[config.mk]
export PLATFORM = sky130hd
export DESIGN_NAME = dcp_top
export DESIGN_NICKNAME = d
export VERILOG_FILES = /design/src/design/dcp_pkg.sv /design/src/design/dcp_sense_if.sv /design/src/design/dcp_sync.sv /design/src/design/dcp_top.sv
export SDC_FILE = /design/constraint.sdc
export NUM_CORES = 1
export LEC_CHECK = 0
export BUFFER_PORTS_ARGS = -buffer_cell sky130_fd_sc_hd__buf_2
export CAP_MARGIN = 20
export CORE_UTILIZATION = 50
export CTS_BUF_LIST = sky130_fd_sc_hd__clkbuf_8
export DETAILED_ROUTE_END_ITERATION = 7
export GPL_TIMING_DRIVEN = 0
export PLACE_DENSITY = 0.82
export SLEW_MARGIN = 20
export SYNTH_ARGS = -nofsm -noshare
export SYNTH_HDL_FRONTEND = slang
export SYNTH_HIERARCHICAL = 1
export SYNTH_SLANG_ARGS = --single-unit
[constraint.sdc]
create_clock -name hclk -period 2 [get_ports hclk]
set_input_delay 0.1 -clock hclk [delete_from_list [all_inputs] [get_ports hclk]]
set_output_delay 0.1 -clock hclk [all_outputs]
set_load 0.02 [all_outputs]
[src/design/dcp_pkg.sv]
/*
 * Constants for the DAC channel protection control block.
 * Assumes a 32-bit AHB-Lite register bus and four output channels.
 */
package dcp_pkg;
   localparam int          NUM_CH       = 4;
   // Register byte offsets
   localparam logic [2:0]  REG_SEL_PWR  = 3'h2;
   localparam logic [11:0] OFF_CTRL     = 12'h000;
   // Power register word index is its select code
   localparam logic [11:0] OFF_PWR      = {7'h00, REG_SEL_PWR, 2'h0};
   localparam logic [11:0] OFF_DATA_VLD = 12'h004;
   localparam logic [11:0] OFF_OUT      = 12'h00C;
   // Control register fields
   localparam int          CTRL_CLAMP   = 0;
   localparam int          CTRL_TSD_EN  = 1;
   localparam int          CTRL_SUP_OK  = 2;
   // Power control register fields
   localparam int          PWR_PU_LSB   = 0;
   localparam int          PWR_TSD      = 5;
   localparam int          PWR_OC_LSB   = 7;
   // Reset values
   localparam logic [2:0]  CTRL_RESET   = 3'h0;
   localparam logic [3:0]  PU_RESET     = 4'h0;
   // Timing
   localparam int          CLK_MHZ      = 25;
   localparam int          SETTLE_US    = 10;
   localparam int          SETTLE_CYC   = SETTLE_US * CLK_MHZ;
   localparam logic [1:0]  HTRANS_NSEQ  = 2'h2;
   localparam logic [2:0]  HSIZE_WORD   = 3'h2;
   typedef enum logic [1:0] {CH_OFF, CH_ON, CH_FAULT_OFF} dcp_ch_state_t;
endpackage

[src/design/dcp_sense_if.sv]
/*
 * Carries synchronised sensor levels between the top and the synchroniser.
 * Assumes one clock domain.
 */
`timescale 1ns/100ps
interface dcp_sense_if;
   logic [3:0] oc_sync;
   logic       ot_sync;
   modport src (output oc_sync, output ot_sync);
   modport dst (input  oc_sync, input  ot_sync);
endinterface

[src/design/dcp_sync.sv]
/*
 * Two-flop synchronisers for the analog overcurrent and temperature flags.
 * Assumes sensor levels are asynchronous to hclk.
 */
`timescale 1ns/100ps
module dcp_sync (
   input  wire logic       hclk,
   input  wire logic       hresetn,
   input  wire logic [3:0] oc_async,
   input  wire logic       ot_async,
   dcp_sense_if.src        sense
);
   logic [4:0] meta_reg;
   logic [4:0] sync_reg;

   always_ff @(posedge hclk or negedge hresetn) begin
      if (!hresetn) begin
         meta_reg <= 5'h00;
         sync_reg <= 5'h00;
      end else begin
         meta_reg <= {ot_async, oc_async};
         sync_reg <= meta_reg;
      end
   end

   assign sense.oc_sync = sync_reg[3:0];
   assign sense.ot_sync = sync_reg[4];
endmodule

[src/design/dcp_top.sv]
/*
 * Power state, overcurrent policy and thermal shutdown control for a quad
 * voltage-output DAC, with an AHB-Lite register slave.
 * Assumes one 25 MHz clock and sensor levels from the analog front end.
 */
`timescale 1ns/100ps
module dcp_top (
   input  wire logic        hclk,
   input  wire logic        hresetn,
   input  wire logic        hsel,
   input  wire logic [11:0] haddr,
   input  wire logic [1:0]  htrans,
   input  wire logic        hwrite,
   input  wire logic [2:0]  hsize,
   input  wire logic [31:0] hwdata,
   input  wire logic        hready,
   output logic      [31:0] hrdata,
   output logic             hreadyout,
   output logic             hresp,
   input  wire logic [3:0]  oc_detect,
   input  wire logic        over_temp,
   output logic      [3:0]  amplifier_connect_gate,
   output logic      [3:0]  output_ground_clamp_gate,
   output logic      [3:0]  current_limit_en
);
   dcp_sense_if sense ();

   logic                  wr_pend_reg;
   logic [11:0]           addr_reg;
   logic [2:0]            ctrl_reg;
   logic [3:0]            pu_reg;
   logic [3:0]            oc_reg;
   logic                  tsd_reg;
   logic [3:0]            data_vld_reg;
   logic [3:0]            fault_pend_reg;
   logic [3:0]            pu_next;
   logic [31:0]           rd_next;
   logic                  acc_ok;
   logic                  wr_ctrl;
   logic                  wr_pwr;
   logic                  wr_data;
   logic                  thermal_trip;
   dcp_pkg::dcp_ch_state_t st [dcp_pkg::NUM_CH];

   localparam logic PU_RESET_BIT = dcp_pkg::PU_RESET[0];

   dcp_sync u_sync (
      .hclk     (hclk),
      .hresetn  (hresetn),
      .oc_async (oc_detect),
      .ot_async (over_temp),
      .sense    (sense.src)
   );

   // ***************************************************
   // AHB-Lite slave
   // ***************************************************
   assign acc_ok  = hsel && hready && (htrans == dcp_pkg::HTRANS_NSEQ)
                    && (hsize == dcp_pkg::HSIZE_WORD);
   assign wr_ctrl = wr_pend_reg && (addr_reg == dcp_pkg::OFF_CTRL);
   assign wr_pwr  = wr_pend_reg && (addr_reg == dcp_pkg::OFF_PWR);
   assign wr_data = wr_pend_reg && (addr_reg == dcp_pkg::OFF_DATA_VLD);

   always_ff @(posedge hclk or negedge hresetn) begin
      if (!hresetn) begin
         wr_pend_reg <= 1'b0;
         addr_reg    <= 12'h000;
      end else begin
         wr_pend_reg <= acc_ok && hwrite;
         if (acc_ok) begin
            addr_reg <= haddr;
         end
      end
   end

   always_comb begin
      rd_next = 32'h0000_0000;
      case (haddr)
         dcp_pkg::OFF_CTRL: begin
            rd_next[2:0] = ctrl_reg;
         end
         dcp_pkg::OFF_PWR: begin
            rd_next[dcp_pkg::PWR_PU_LSB +: 4] = pu_next;
            rd_next[dcp_pkg::PWR_TSD]         = tsd_reg;
            rd_next[dcp_pkg::PWR_OC_LSB +: 4] = oc_reg;
         end
         dcp_pkg::OFF_DATA_VLD: begin
            rd_next[3:0] = data_vld_reg;
         end
         dcp_pkg::OFF_OUT: begin
            rd_next[3:0] = amplifier_connect_gate;
         end
         default: begin
            rd_next = 32'h0000_0000;
         end
      endcase
   end

   always_ff @(posedge hclk or negedge hresetn) begin
      if (!hresetn) begin
         hrdata    <= 32'h0000_0000;
         hreadyout <= 1'b1;
         hresp     <= 1'b0;
      end else begin
         hreadyout <= 1'b1;
         hresp     <= 1'b0;
         if (acc_ok && !hwrite) begin
            hrdata <= rd_next;
         end
      end
   end

   // ***************************************************
   // Control and data-valid registers
   // ***************************************************
   always_ff @(posedge hclk or negedge hresetn) begin
      if (!hresetn) begin
         ctrl_reg <= dcp_pkg::CTRL_RESET;
      end else if (wr_ctrl) begin
         ctrl_reg <= hwdata[2:0];
      end
   end

   always_ff @(posedge hclk or negedge hresetn) begin
      if (!hresetn) begin
         data_vld_reg <= 4'h0;
      end else if (wr_data) begin
         data_vld_reg <= data_vld_reg | hwdata[3:0];
      end
   end

   // ***************************************************
   // Protection flags
   // ***************************************************
   assign thermal_trip = ctrl_reg[dcp_pkg::CTRL_TSD_EN] && sense.ot_sync;

   always_ff @(posedge hclk or negedge hresetn) begin
      if (!hresetn) begin
         tsd_reg <= 1'b0;
      end else if (thermal_trip) begin
         tsd_reg <= 1'b1;
      end
   end

   // ***************************************************
   // Per-channel power state
   // ***************************************************
   genvar ch;
   generate
      for (ch = 0; ch < dcp_pkg::NUM_CH; ch++) begin : g_ch
         logic oc_now;
         logic pu_wr;
         assign oc_now = sense.oc_sync[ch];
         assign pu_wr  = wr_pwr && hwdata[dcp_pkg::PWR_PU_LSB + ch];

         // Current limit flag tracks short; power-down flag is sticky
         always_ff @(posedge hclk or negedge hresetn) begin
            if (!hresetn) begin
               oc_reg[ch] <= 1'b0;
            end else if (ctrl_reg[dcp_pkg::CTRL_CLAMP]) begin
               oc_reg[ch] <= oc_now;
            end else if (oc_now) begin
               oc_reg[ch] <= 1'b1;
            end else if (pu_wr) begin
               oc_reg[ch] <= 1'b0;
            end
         end

         always_ff @(posedge hclk or negedge hresetn) begin
            if (!hresetn) begin
               fault_pend_reg[ch] <= 1'b0;
            end else begin
               fault_pend_reg[ch] <= oc_now
                  && !ctrl_reg[dcp_pkg::CTRL_CLAMP];
            end
         end

         always_comb begin
            pu_next[ch] = pu_reg[ch];
            if (wr_pwr) begin
               pu_next[ch] = hwdata[dcp_pkg::PWR_PU_LSB + ch];
            end
            if (thermal_trip || fault_pend_reg[ch]) begin
               pu_next[ch] = 1'b0;
            end
         end

         always_ff @(posedge hclk or negedge hresetn) begin
            if (!hresetn) begin
               pu_reg[ch] <= PU_RESET_BIT;
            end else begin
               pu_reg[ch] <= pu_next[ch];
            end
         end

         always_comb begin
            if (pu_reg[ch]) begin
               st[ch] = dcp_pkg::CH_ON;
            end else if (oc_reg[ch]) begin
               st[ch] = dcp_pkg::CH_FAULT_OFF;
            end else begin
               st[ch] = dcp_pkg::CH_OFF;
            end
         end

         // Amplifier connects only when powered, supplied and loaded
         always_ff @(posedge hclk or negedge hresetn) begin
            if (!hresetn) begin
               amplifier_connect_gate[ch]   <= 1'b0;
               output_ground_clamp_gate[ch] <= 1'b1;
               current_limit_en[ch]         <= 1'b0;
            end else begin
               case (st[ch])
                  dcp_pkg::CH_ON: begin
                     amplifier_connect_gate[ch] <= data_vld_reg[ch]
                        && ctrl_reg[dcp_pkg::CTRL_SUP_OK];
                     output_ground_clamp_gate[ch] <= !(data_vld_reg[ch]
                        && ctrl_reg[dcp_pkg::CTRL_SUP_OK]);
                  end
                  default: begin
                     amplifier_connect_gate[ch]   <= 1'b0;
                     output_ground_clamp_gate[ch] <= 1'b1;
                  end
               endcase
               current_limit_en[ch] <= oc_now
                  && ctrl_reg[dcp_pkg::CTRL_CLAMP];
            end
         end
      end
   endgenerate
endmodule

==> results.md, run 1 <==
* Nets at 370
* Mapped Area at 0.002600 mm^2
* P per Cell Area at 856.0 mW/mm^2
* Top sig layer: met4
* Reg-to-Reg End: hrdata[1]
* Core footprint at 0.004848 mm^2
* Ys Warns at 6
* Drt wl/cell at 13.21 um
* Startpoint class of the critical path: register
* Met2 WL post-DR at 2460 um
* Drc violations at 0
* #FFs+latches synth at 64
* Routed vias/inst at 4.822
* Lkg Pwr at 1.814 nW
* Drt first pass iters at 4
* Area grow syn2layout at 34.07%
* CTS clk-pin slew, worst paths at 0.07 ns
* Remaining antenna violation count at 0
* Worst r2r src: addr_reg[2]
* Placed Area at 0.003028 mm^2
* Hold EP: addr_reg[0]
* Vias in the first global route at 1815
* Hold_sp: haddr[0]
* WP data arrival at 2.16 ns
* Peak VDD IR at 0.0005630 V
* Top_reg_cell synth: dfrtp_1
* Dpl ws at -0.08972 ns
* Routability cong. at 0.7990
* Critical-path maximum fanout at 5
* Final Hold Viols at 0
* Initial Utilization at 0.5363
* Skew-Pair Late Insertion Delay at 0.35 ns
* Outcome: finished clean
* Kind of critical path: reg2reg
* Worst slew pin tran at 0.7718 ns
* Port Buffer Count at 51
* Setup slack, reg-to-reg at 0.10 ns
* Fraction of layout cells with a size suffix above 1 at 0.4082
* Worst r2r path cells at 6
* Cell count after synthesis at 206
* First-pass GRT wire length at 8155 um
* Antenna violations before repair at 0
* CP required at 2.26 ns
* DRT Wirelength at 5058 um
* Vias at 1847
* GRT Total Usage at 0.2103
* H-tree depth at 3
* Final HPWL DP at 3474 um
* Max reg flops at 12
* Max Root-Sink Buffers at 2
* FF/Latch Area at 0.001607 mm^2
* Worst setup margin at 0.1023 ns
* Worst clock skew at 0.008437 ns
* Metal-1 WL at 2182 um
* Element type at the critical path end: register
* Die width at 74.11 um
* Final cell count without fillers at 383
* Die height at 74.11 um
* Met3 routed WL at 285 um
* Post-synth EDFFs at 0
* RSZ-0062 raised after global routing: false
* Min Clock Period, post-route at 1.898 ns
* Rows at 25
* CTS tree: built
* Cells after DPL at 347
* Max_slew headroom at 0.4855
* Die area at 0.005492 mm^2
* Antenna diode count at 0
* Post-route clock period utilization at 0.9488
* Post-synthesis cell type count at 36
* Hold Path Depth at 2
* Async set-or-reset flop fraction in the synthesized netlist at 1.000
* Final setup fails at 0
* Total grt overflow at 0
* Syn Area/Cell at 12.62 um^2
* I/O pin total at 105
* Largest net degree at the start of global routing at 65
* Sink Count at 64
* Register area share after synthesis at 0.6179
* DRT iter0 DRCs at 60
* Worst min-delay path category: in2reg
* Multi-input logic area at 878.3 um^2
* Fin. max-slew vios at 0
* Final instance area at 0.003486 mm^2
* Fillers at 347
* MaxCap Viol Count at 0
* Most common cell after layout, fill and taps aside: dfrtp_1
* Fmax at 0.5270 GHz
* TritonCTS Buffers at 9
* Most frequent cells in the layout: 60 x dfrtp_1, 51 x buf_2, 28 x buf_4
* Pwr Total at 2.984 mW
* CTS Root Cell: clkbuf_8
cell usage after synthesis, types with 5 or more instances:
library cell	n	area, um^2
a22o_1	5	43.79
and2_1	6	37.54
buf_4	25	187.7
dfrtp_1	60	1501
inv_1	6	22.52
mux2_2	15	168.9
mux2i_1	6	60.06
nand2_1	13	48.80
nor2_1	8	30.03
nor2b_1	5	31.28
nor3_1	5	25.02
nor4_1	5	31.28
o21ai_0	6	30.03
worst max-delay path by stage:
stage,startpoint,to,slack (ns),cells past startpoint
after global placement,addr_reg[1],ctrl_reg[1],-0.03,4
after CTS,addr_reg[2],hrdata[3],0.03,5
after floorplan,addr_reg[1],ctrl_reg[1],0.30,4
after global routing,addr_reg[2],hrdata[1],0.05,6
final,addr_reg[2],hrdata[1],0.10,6
after detailed placement,addr_reg[1],ctrl_reg[1],-0.09,4
power breakdown:
part           total [mW]  leakage [nW]  switching, mW  internal, mW
clock                1.25         0.119          0.488         0.767
combinational       0.312         0.878          0.163         0.150
sequential           1.42         0.817         0.0476          1.37
critical path, stage by stage (launching register included):
cell     delay (ns)
dfrtp_1        0.43
nor4b_1        0.34
nand4_1        0.23
buf_4          0.22
mux2i_1        0.13
o31a_1         0.30
o21ai_0        0.15
cell type report:
cell class	instances	area share
flip-flops and latches	64	0.4609
clock inverters	5	0.02261
inverters	6	0.006461
well taps	67	0.02405
plain buffers	29	0.06066
repair buffers	71	0.1299
clock buffers	11	0.04343
multi-input cells	130	0.2520
what timing repair did:
item / 4_1_cts / 5_1_grt
endpoints found under the setup margin: 7 / 5
buffers inserted: 0 / 2
gates cloned: 0 / 0
endpoints found under the hold margin: 77 / 0
pin swaps: 0 / 1
hold buffers: 18 / 0
gates resized for setup: 4 / 1
cell families after synthesis:
family	share of synthesized area
other	0.002888
DFF	0.6179
buffers and inverters	0.08999
and+or+nand+nor	0.1271
AOI/OAI and AO/OA	0.07411
muxes	0.08807
metrics by stage:
step	hold WS, ns	util	setup TNS, ns
2_1_floorplan	-0.1956	-	0
3_3_place_gp	0.2084	0.6240	-0.08752
3_5_place_dp	0.2093	0.6245	-0.3735
4_1_cts	0.0002244	0.7146	0
5_1_grt	0.005405	0.7190	0
6_report	0.01135	0.7190	0
routing by layer:
| metal | vias up | track usage |
|---|---|---|
| met3 | 14 | 0.07995 |
| met1 | 904 | 0.2381 |
| met2 | 55 | 0.3515 |
| li1 | 874 | - |
| met5 | - | 0 |
| met4 | 0 | 0.1004 |
Note: power is estimated with default switching activity, not from simulation.
==> inputs of run 2 (changes only) <==
==> constraint.sdc (replaced) <==
create_clock -name hclk -period 2 [get_ports hclk]
set_input_delay 0.3 -clock hclk [delete_from_list [all_inputs] [get_ports hclk]]
set_output_delay 0.3 -clock hclk [all_outputs]
set_load 0.02 [all_outputs]
==> results.md, run 2 (same netlist as run 1, synthesis figures left out) <==
* Drc violations at 0
* Routability cong. at 0.7990
* Kind of critical path: reg2reg
* Element type at the critical path end: register
* Worst clock skew at 0.009074 ns
* RSZ-0062 raised after global routing: false
* CTS Root Cell: clkbuf_8
* Most frequent cells in the layout: 60 x dfrtp_1, 51 x buf_2, 28 x buf_4
* Die height at 74.11 um
* CTS clk-pin slew, worst paths at 0.07 ns
* Sink Count at 64
* Final Hold Viols at 0
* Total grt overflow at 0
* Startpoint class of the critical path: register
* Vias in the first global route at 1695
* Skew-Pair Late Insertion Delay at 0.35 ns
* CP required at 2.26 ns
* WP data arrival at 2.16 ns
* Most common cell after layout, fill and taps aside: dfrtp_1
* Dpl ws at -0.2112 ns
* MaxCap Viol Count at 0
* GRT Total Usage at 0.2006
* Met3 Use GR at 0.07859
* Routed vias/inst at 4.811
* Final HPWL DP at 3474 um
* Post-route clock period utilization at 0.9497
* Final instance area at 0.003306 mm^2
* DRT iter0 DRCs at 48
* Initial Utilization at 0.5363
* Final cell count without fillers at 365
* CTS tree: built
* Max reg flops at 12
* Fraction of layout cells with a size suffix above 1 at 0.4329
* Rows at 25
* Drt wl/cell at 13.24 um
* Port Buffer Count at 51
* Nets at 352
* DRT Wirelength at 4832 um
* Antenna diode count at 0
* Drt first pass iters at 4
* Met1 Resource Use GR at 0.2345
* Core footprint at 0.004848 mm^2
* Pwr Total at 2.953 mW
* Min Clock Period, post-route at 1.899 ns
* Max_slew headroom at 0.4861
* CTS Hold Bufs at 0
* P per Cell Area at 893.3 mW/mm^2
* Gr busiest metal: met2
* Outcome: finished clean
* H-tree depth at 3
* Fin. max-slew vios at 0
* Critical-path maximum fanout at 5
* Fmax at 0.5265 GHz
* Placed Area at 0.003028 mm^2
* Largest net degree at the start of global routing at 65
* Worst min-delay path category: in2async
* Worst setup margin at 0.1006 ns
* Vias at 1756
* Antenna violations before repair at 0
* Die width at 74.11 um
* TritonCTS Buffers at 9
* I/O pin total at 105
* First-pass GRT wire length at 7769 um
* Peak VDD IR at 0.0005899 V
* Hold slack at 0.02950 ns
* Max Root-Sink Buffers at 2
* Lkg Pwr at 1.739 nW
* Area grow syn2layout at 27.14%
* Worst slew pin tran at 0.7709 ns
* Die area at 0.005492 mm^2
* Final setup fails at 0
* Cells after DPL at 347
* GR Layer Usage met2 at 0.3273
* Remaining antenna violation count at 0
## run 2: cell count changes in the layout (fill, tap and decap cells not counted)
cell and change:
dlygate4sd3_1 -18
## run 2: area by class of cell
cell class	count	area, um^2
Inverter	6	22.52
Sequential cell	64	1607
Clock inverter	5	78.83
Tap cell	67	83.83
Multi-Input combinational cell	130	878.3
Clock buffer	11	151.4
Fill cell	360	1543
Timing Repair Buffer	53	272.8
Buffer	29	211.5
## run 2: path summary, 6_finish.rpt
| kind | slack, ns | depth (start not counted) | endpoint | start |
|---|---|---|---|---|
| min in group hclk | 0.06 | 1 | u_sync/meta_reg[0] | oc_detect[0] |
| setup / recovery | 0.10 | 6 | hrdata[1] | addr_reg[2] |
| hold reg to reg | 0.35 | 0 | u_sync/sync_reg[4] | u_sync/meta_reg[4] |
| max in group asynchronous | 1.46 | 1 | addr_reg[0] | hresetn |
| setup reg to reg | 0.10 | 6 | hrdata[1] | addr_reg[2] |
| hold / removal | 0.03 | 1 | u_sync/sync_reg[3] | hresetn |
## run 2: what timing repair did
| action | in CTS | in global routing |
|---|---|---|
| pin swaps | 0 | 1 |
| resized for setup | 4 | 1 |
| setup endpoints to repair | 7 | 5 |
| setup buffers | 0 | 2 |
## run 2: layer usage
metal	part of all wire	wire length, um	vias up
li1	-	-	841
met1	0.45	2155	853
met2	0.48	2309	50
met3	0.055	267	12
met4	0.020	99	0
met5	0	0	-
## run 2: power breakdown
| group | switching, mW | leakage (nW) | internal, mW |
|---|---|---|---|
| clock | 0.486 | 0.119 | 0.767 |
| sequential | 0.0474 | 0.817 | 1.37 |
| combinational | 0.157 | 0.803 | 0.127 |
| total | 0.690 | 1.74 | 2.26 |
## run 2: per-stage QoR
step | TNS (ns) | utilization
global placement | -0.9256 | 0.6240
detailed placement | -1.974 | 0.6245
CTS | 0 | 0.6774
finish | 0 | 0.6818
global route | 0 | 0.6818
floorplan | 0 | -
## run 2: worst max-delay path: stages, from the launching register on
cell and delay [ns]:
dfrtp_1 0.43, nor4b_1 0.34, nand4_1 0.23, buf_4 0.22, mux2i_1 0.13, o31a_1 0.30, o21ai_0 0.15
==> inputs of run 3 (changes only) <==
Settings changed: CORE_UTILIZATION 50 to 48, CTS_BUF_LIST sky130_fd_sc_hd__clkbuf_8 to not set, PLACE_DENSITY 0.82 to 0.79.
==> results.md, run 3 (same netlist as run 1, synthesis figures left out) <==
* Max Root-Sink Buffers at 2
* Die height at 75.60 um
* Final setup fails at 0
* Max reg flops at 12
* Element type at the critical path end: register
* WP data arrival at 2.13 ns
* GR Layer Usage met2 at 0.2996
* Lkg Pwr at 1.729 nW
* GRT Total Usage at 0.1861
* TritonCTS Buffers at 9
* Fin. max-slew vios at 0
* Worst min-delay path category: in2async
* CTS tree: built
* Drt first pass iters at 4
* Hold slack at 0.03210 ns
* Total grt overflow at 0
* Core footprint at 0.005172 mm^2
* Area grow syn2layout at 27.77%
* MaxCap Viol Count at 0
* CTS Root Cell: clkbuf_8
* Most frequent cells in the layout: 60 x dfrtp_1, 51 x buf_2, 28 x buf_4
* Peak VDD IR at 0.0005099 V
* Antenna violations before repair at 0
* I/O pin total at 105
* Min Clock Period, post-route at 1.857 ns
* Port Buffer Count at 51
* Final instance area at 0.003322 mm^2
* Vias at 1698
* Fmax at 0.5385 GHz
* Nets at 352
* Final cell count without fillers at 368
* DRT iter0 DRCs at 69
* Max_slew headroom at 0.5007
* Routed vias/inst at 4.614
* Skew-Pair Late Insertion Delay at 0.33 ns
* Sink Count at 64
* Dpl ws at -0.1469 ns
* Fraction of layout cells with a size suffix above 1 at 0.4362
* Fillers at 411
* Outcome: finished clean
* Setup TNS at 0 ns
* Final Util at 0.6422
* Gr busiest metal: met2
* CP required at 2.27 ns
* Worst setup margin at 0.1430 ns
* Met3 Use GR at 0.06349
* Rows at 26
* Worst slew pin tran at 0.7489 ns
* Most common cell after layout, fill and taps aside: dfrtp_1
* Cells after DPL at 350
* CTS Hold Bufs at 0
* Final Hold Viols at 0
* Vias in the first global route at 1570
* Initial Utilization at 0.5027
* First-pass GRT wire length at 7369 um
* CTS clk-pin slew, worst paths at 0.07 ns
* Routability cong. at 0.8062
* Final HPWL DP at 3364 um
* CP Buf/Inv Count at 0
* DRT Wirelength at 4778 um
* P per Cell Area at 886.4 mW/mm^2
* Critical-path cell list: nor4_4 > nand4_1 > mux2i_1 > o41ai_1 > a22o_2
* Largest net degree at the start of global routing at 65
* H-tree depth at 3
* Die width at 75.60 um
* Worst clock skew at 0.006969 ns
* Critical-path maximum fanout at 3
* Post-route clock period utilization at 0.9285
* Drt wl/cell at 12.98 um
* Met1 Resource Use GR at 0.2277
* Slowest cell on crit path: o41ai_1
* Startpoint class of the critical path: register
* Pwr Total at 2.945 mW
* Kind of critical path: reg2reg
* Remaining antenna violation count at 0
* Drc violations at 0
* Largest stage delay, worst path at 0.44 ns
* Placed Area at 0.003032 mm^2
* Antenna diode count at 0
* Kind of cell adding the most delay to the critical path: compound AO/OA/AOI/OAI gates
* Die area at 0.005715 mm^2
## run 3: cell count changes in the layout (fill, tap and decap cells not counted), sizes merged
| cell | delta |
|---|---|
| clkinv | -1 |
| clkinvlp | +2 |
| clkbuf | -1 |
## run 3: cell type report
class	count	area, um^2	area share
multi-input cells	130	890.9	0.2682
well taps	70	87.58	0.02637
inverters	6	22.52	0.006780
clock inverters	6	92.59	0.02787
repair buffers	53	272.8	0.08211
plain buffers	29	211.5	0.06365
clock buffers	10	137.6	0.04143
flip-flops and latches	64	1607	0.4836
## run 3: final timing paths
| check | depth (start not counted) | start | slack (ns) | endpoint |
|---|---|---|---|---|
| min in group hclk | 1 | over_temp | 0.07 | u_sync/meta_reg[4] |
| worst min register to register | 0 | u_sync/meta_reg[0] | 0.35 | u_sync/sync_reg[0] |
| worst min-delay path | 1 | hresetn | 0.03 | hrdata[3] |
| worst max-delay path | 5 | addr_reg[1] | 0.14 | hrdata[3] |
| worst max register to register | 5 | addr_reg[1] | 0.14 | hrdata[3] |
| max in group asynchronous | 1 | hresetn | 1.47 | addr_reg[3] |
## run 3: what timing repair did
action	in CTS	in global routing
pin swaps	1	1
buffers inserted	2	0
setup endpoints to repair	7	17
gates resized for setup	0	8
## run 3: routing by layer
layer / vias up / routed length [um]
met3: 4 / 239
met1: 806 / 2056
li1: 837 / -
met2: 51 / 2441
met5: - / 0
met4: 0 / 40
## run 3: power breakdown
| part | total [mW] | internal (mW) | switching (mW) |
|---|---|---|---|
| clock network | 1.23 | 0.739 | 0.489 |
| logic | 0.292 | 0.135 | 0.157 |
| registers | 1.42 | 1.37 | 0.0554 |
| total | 2.94 | 2.24 | 0.701 |
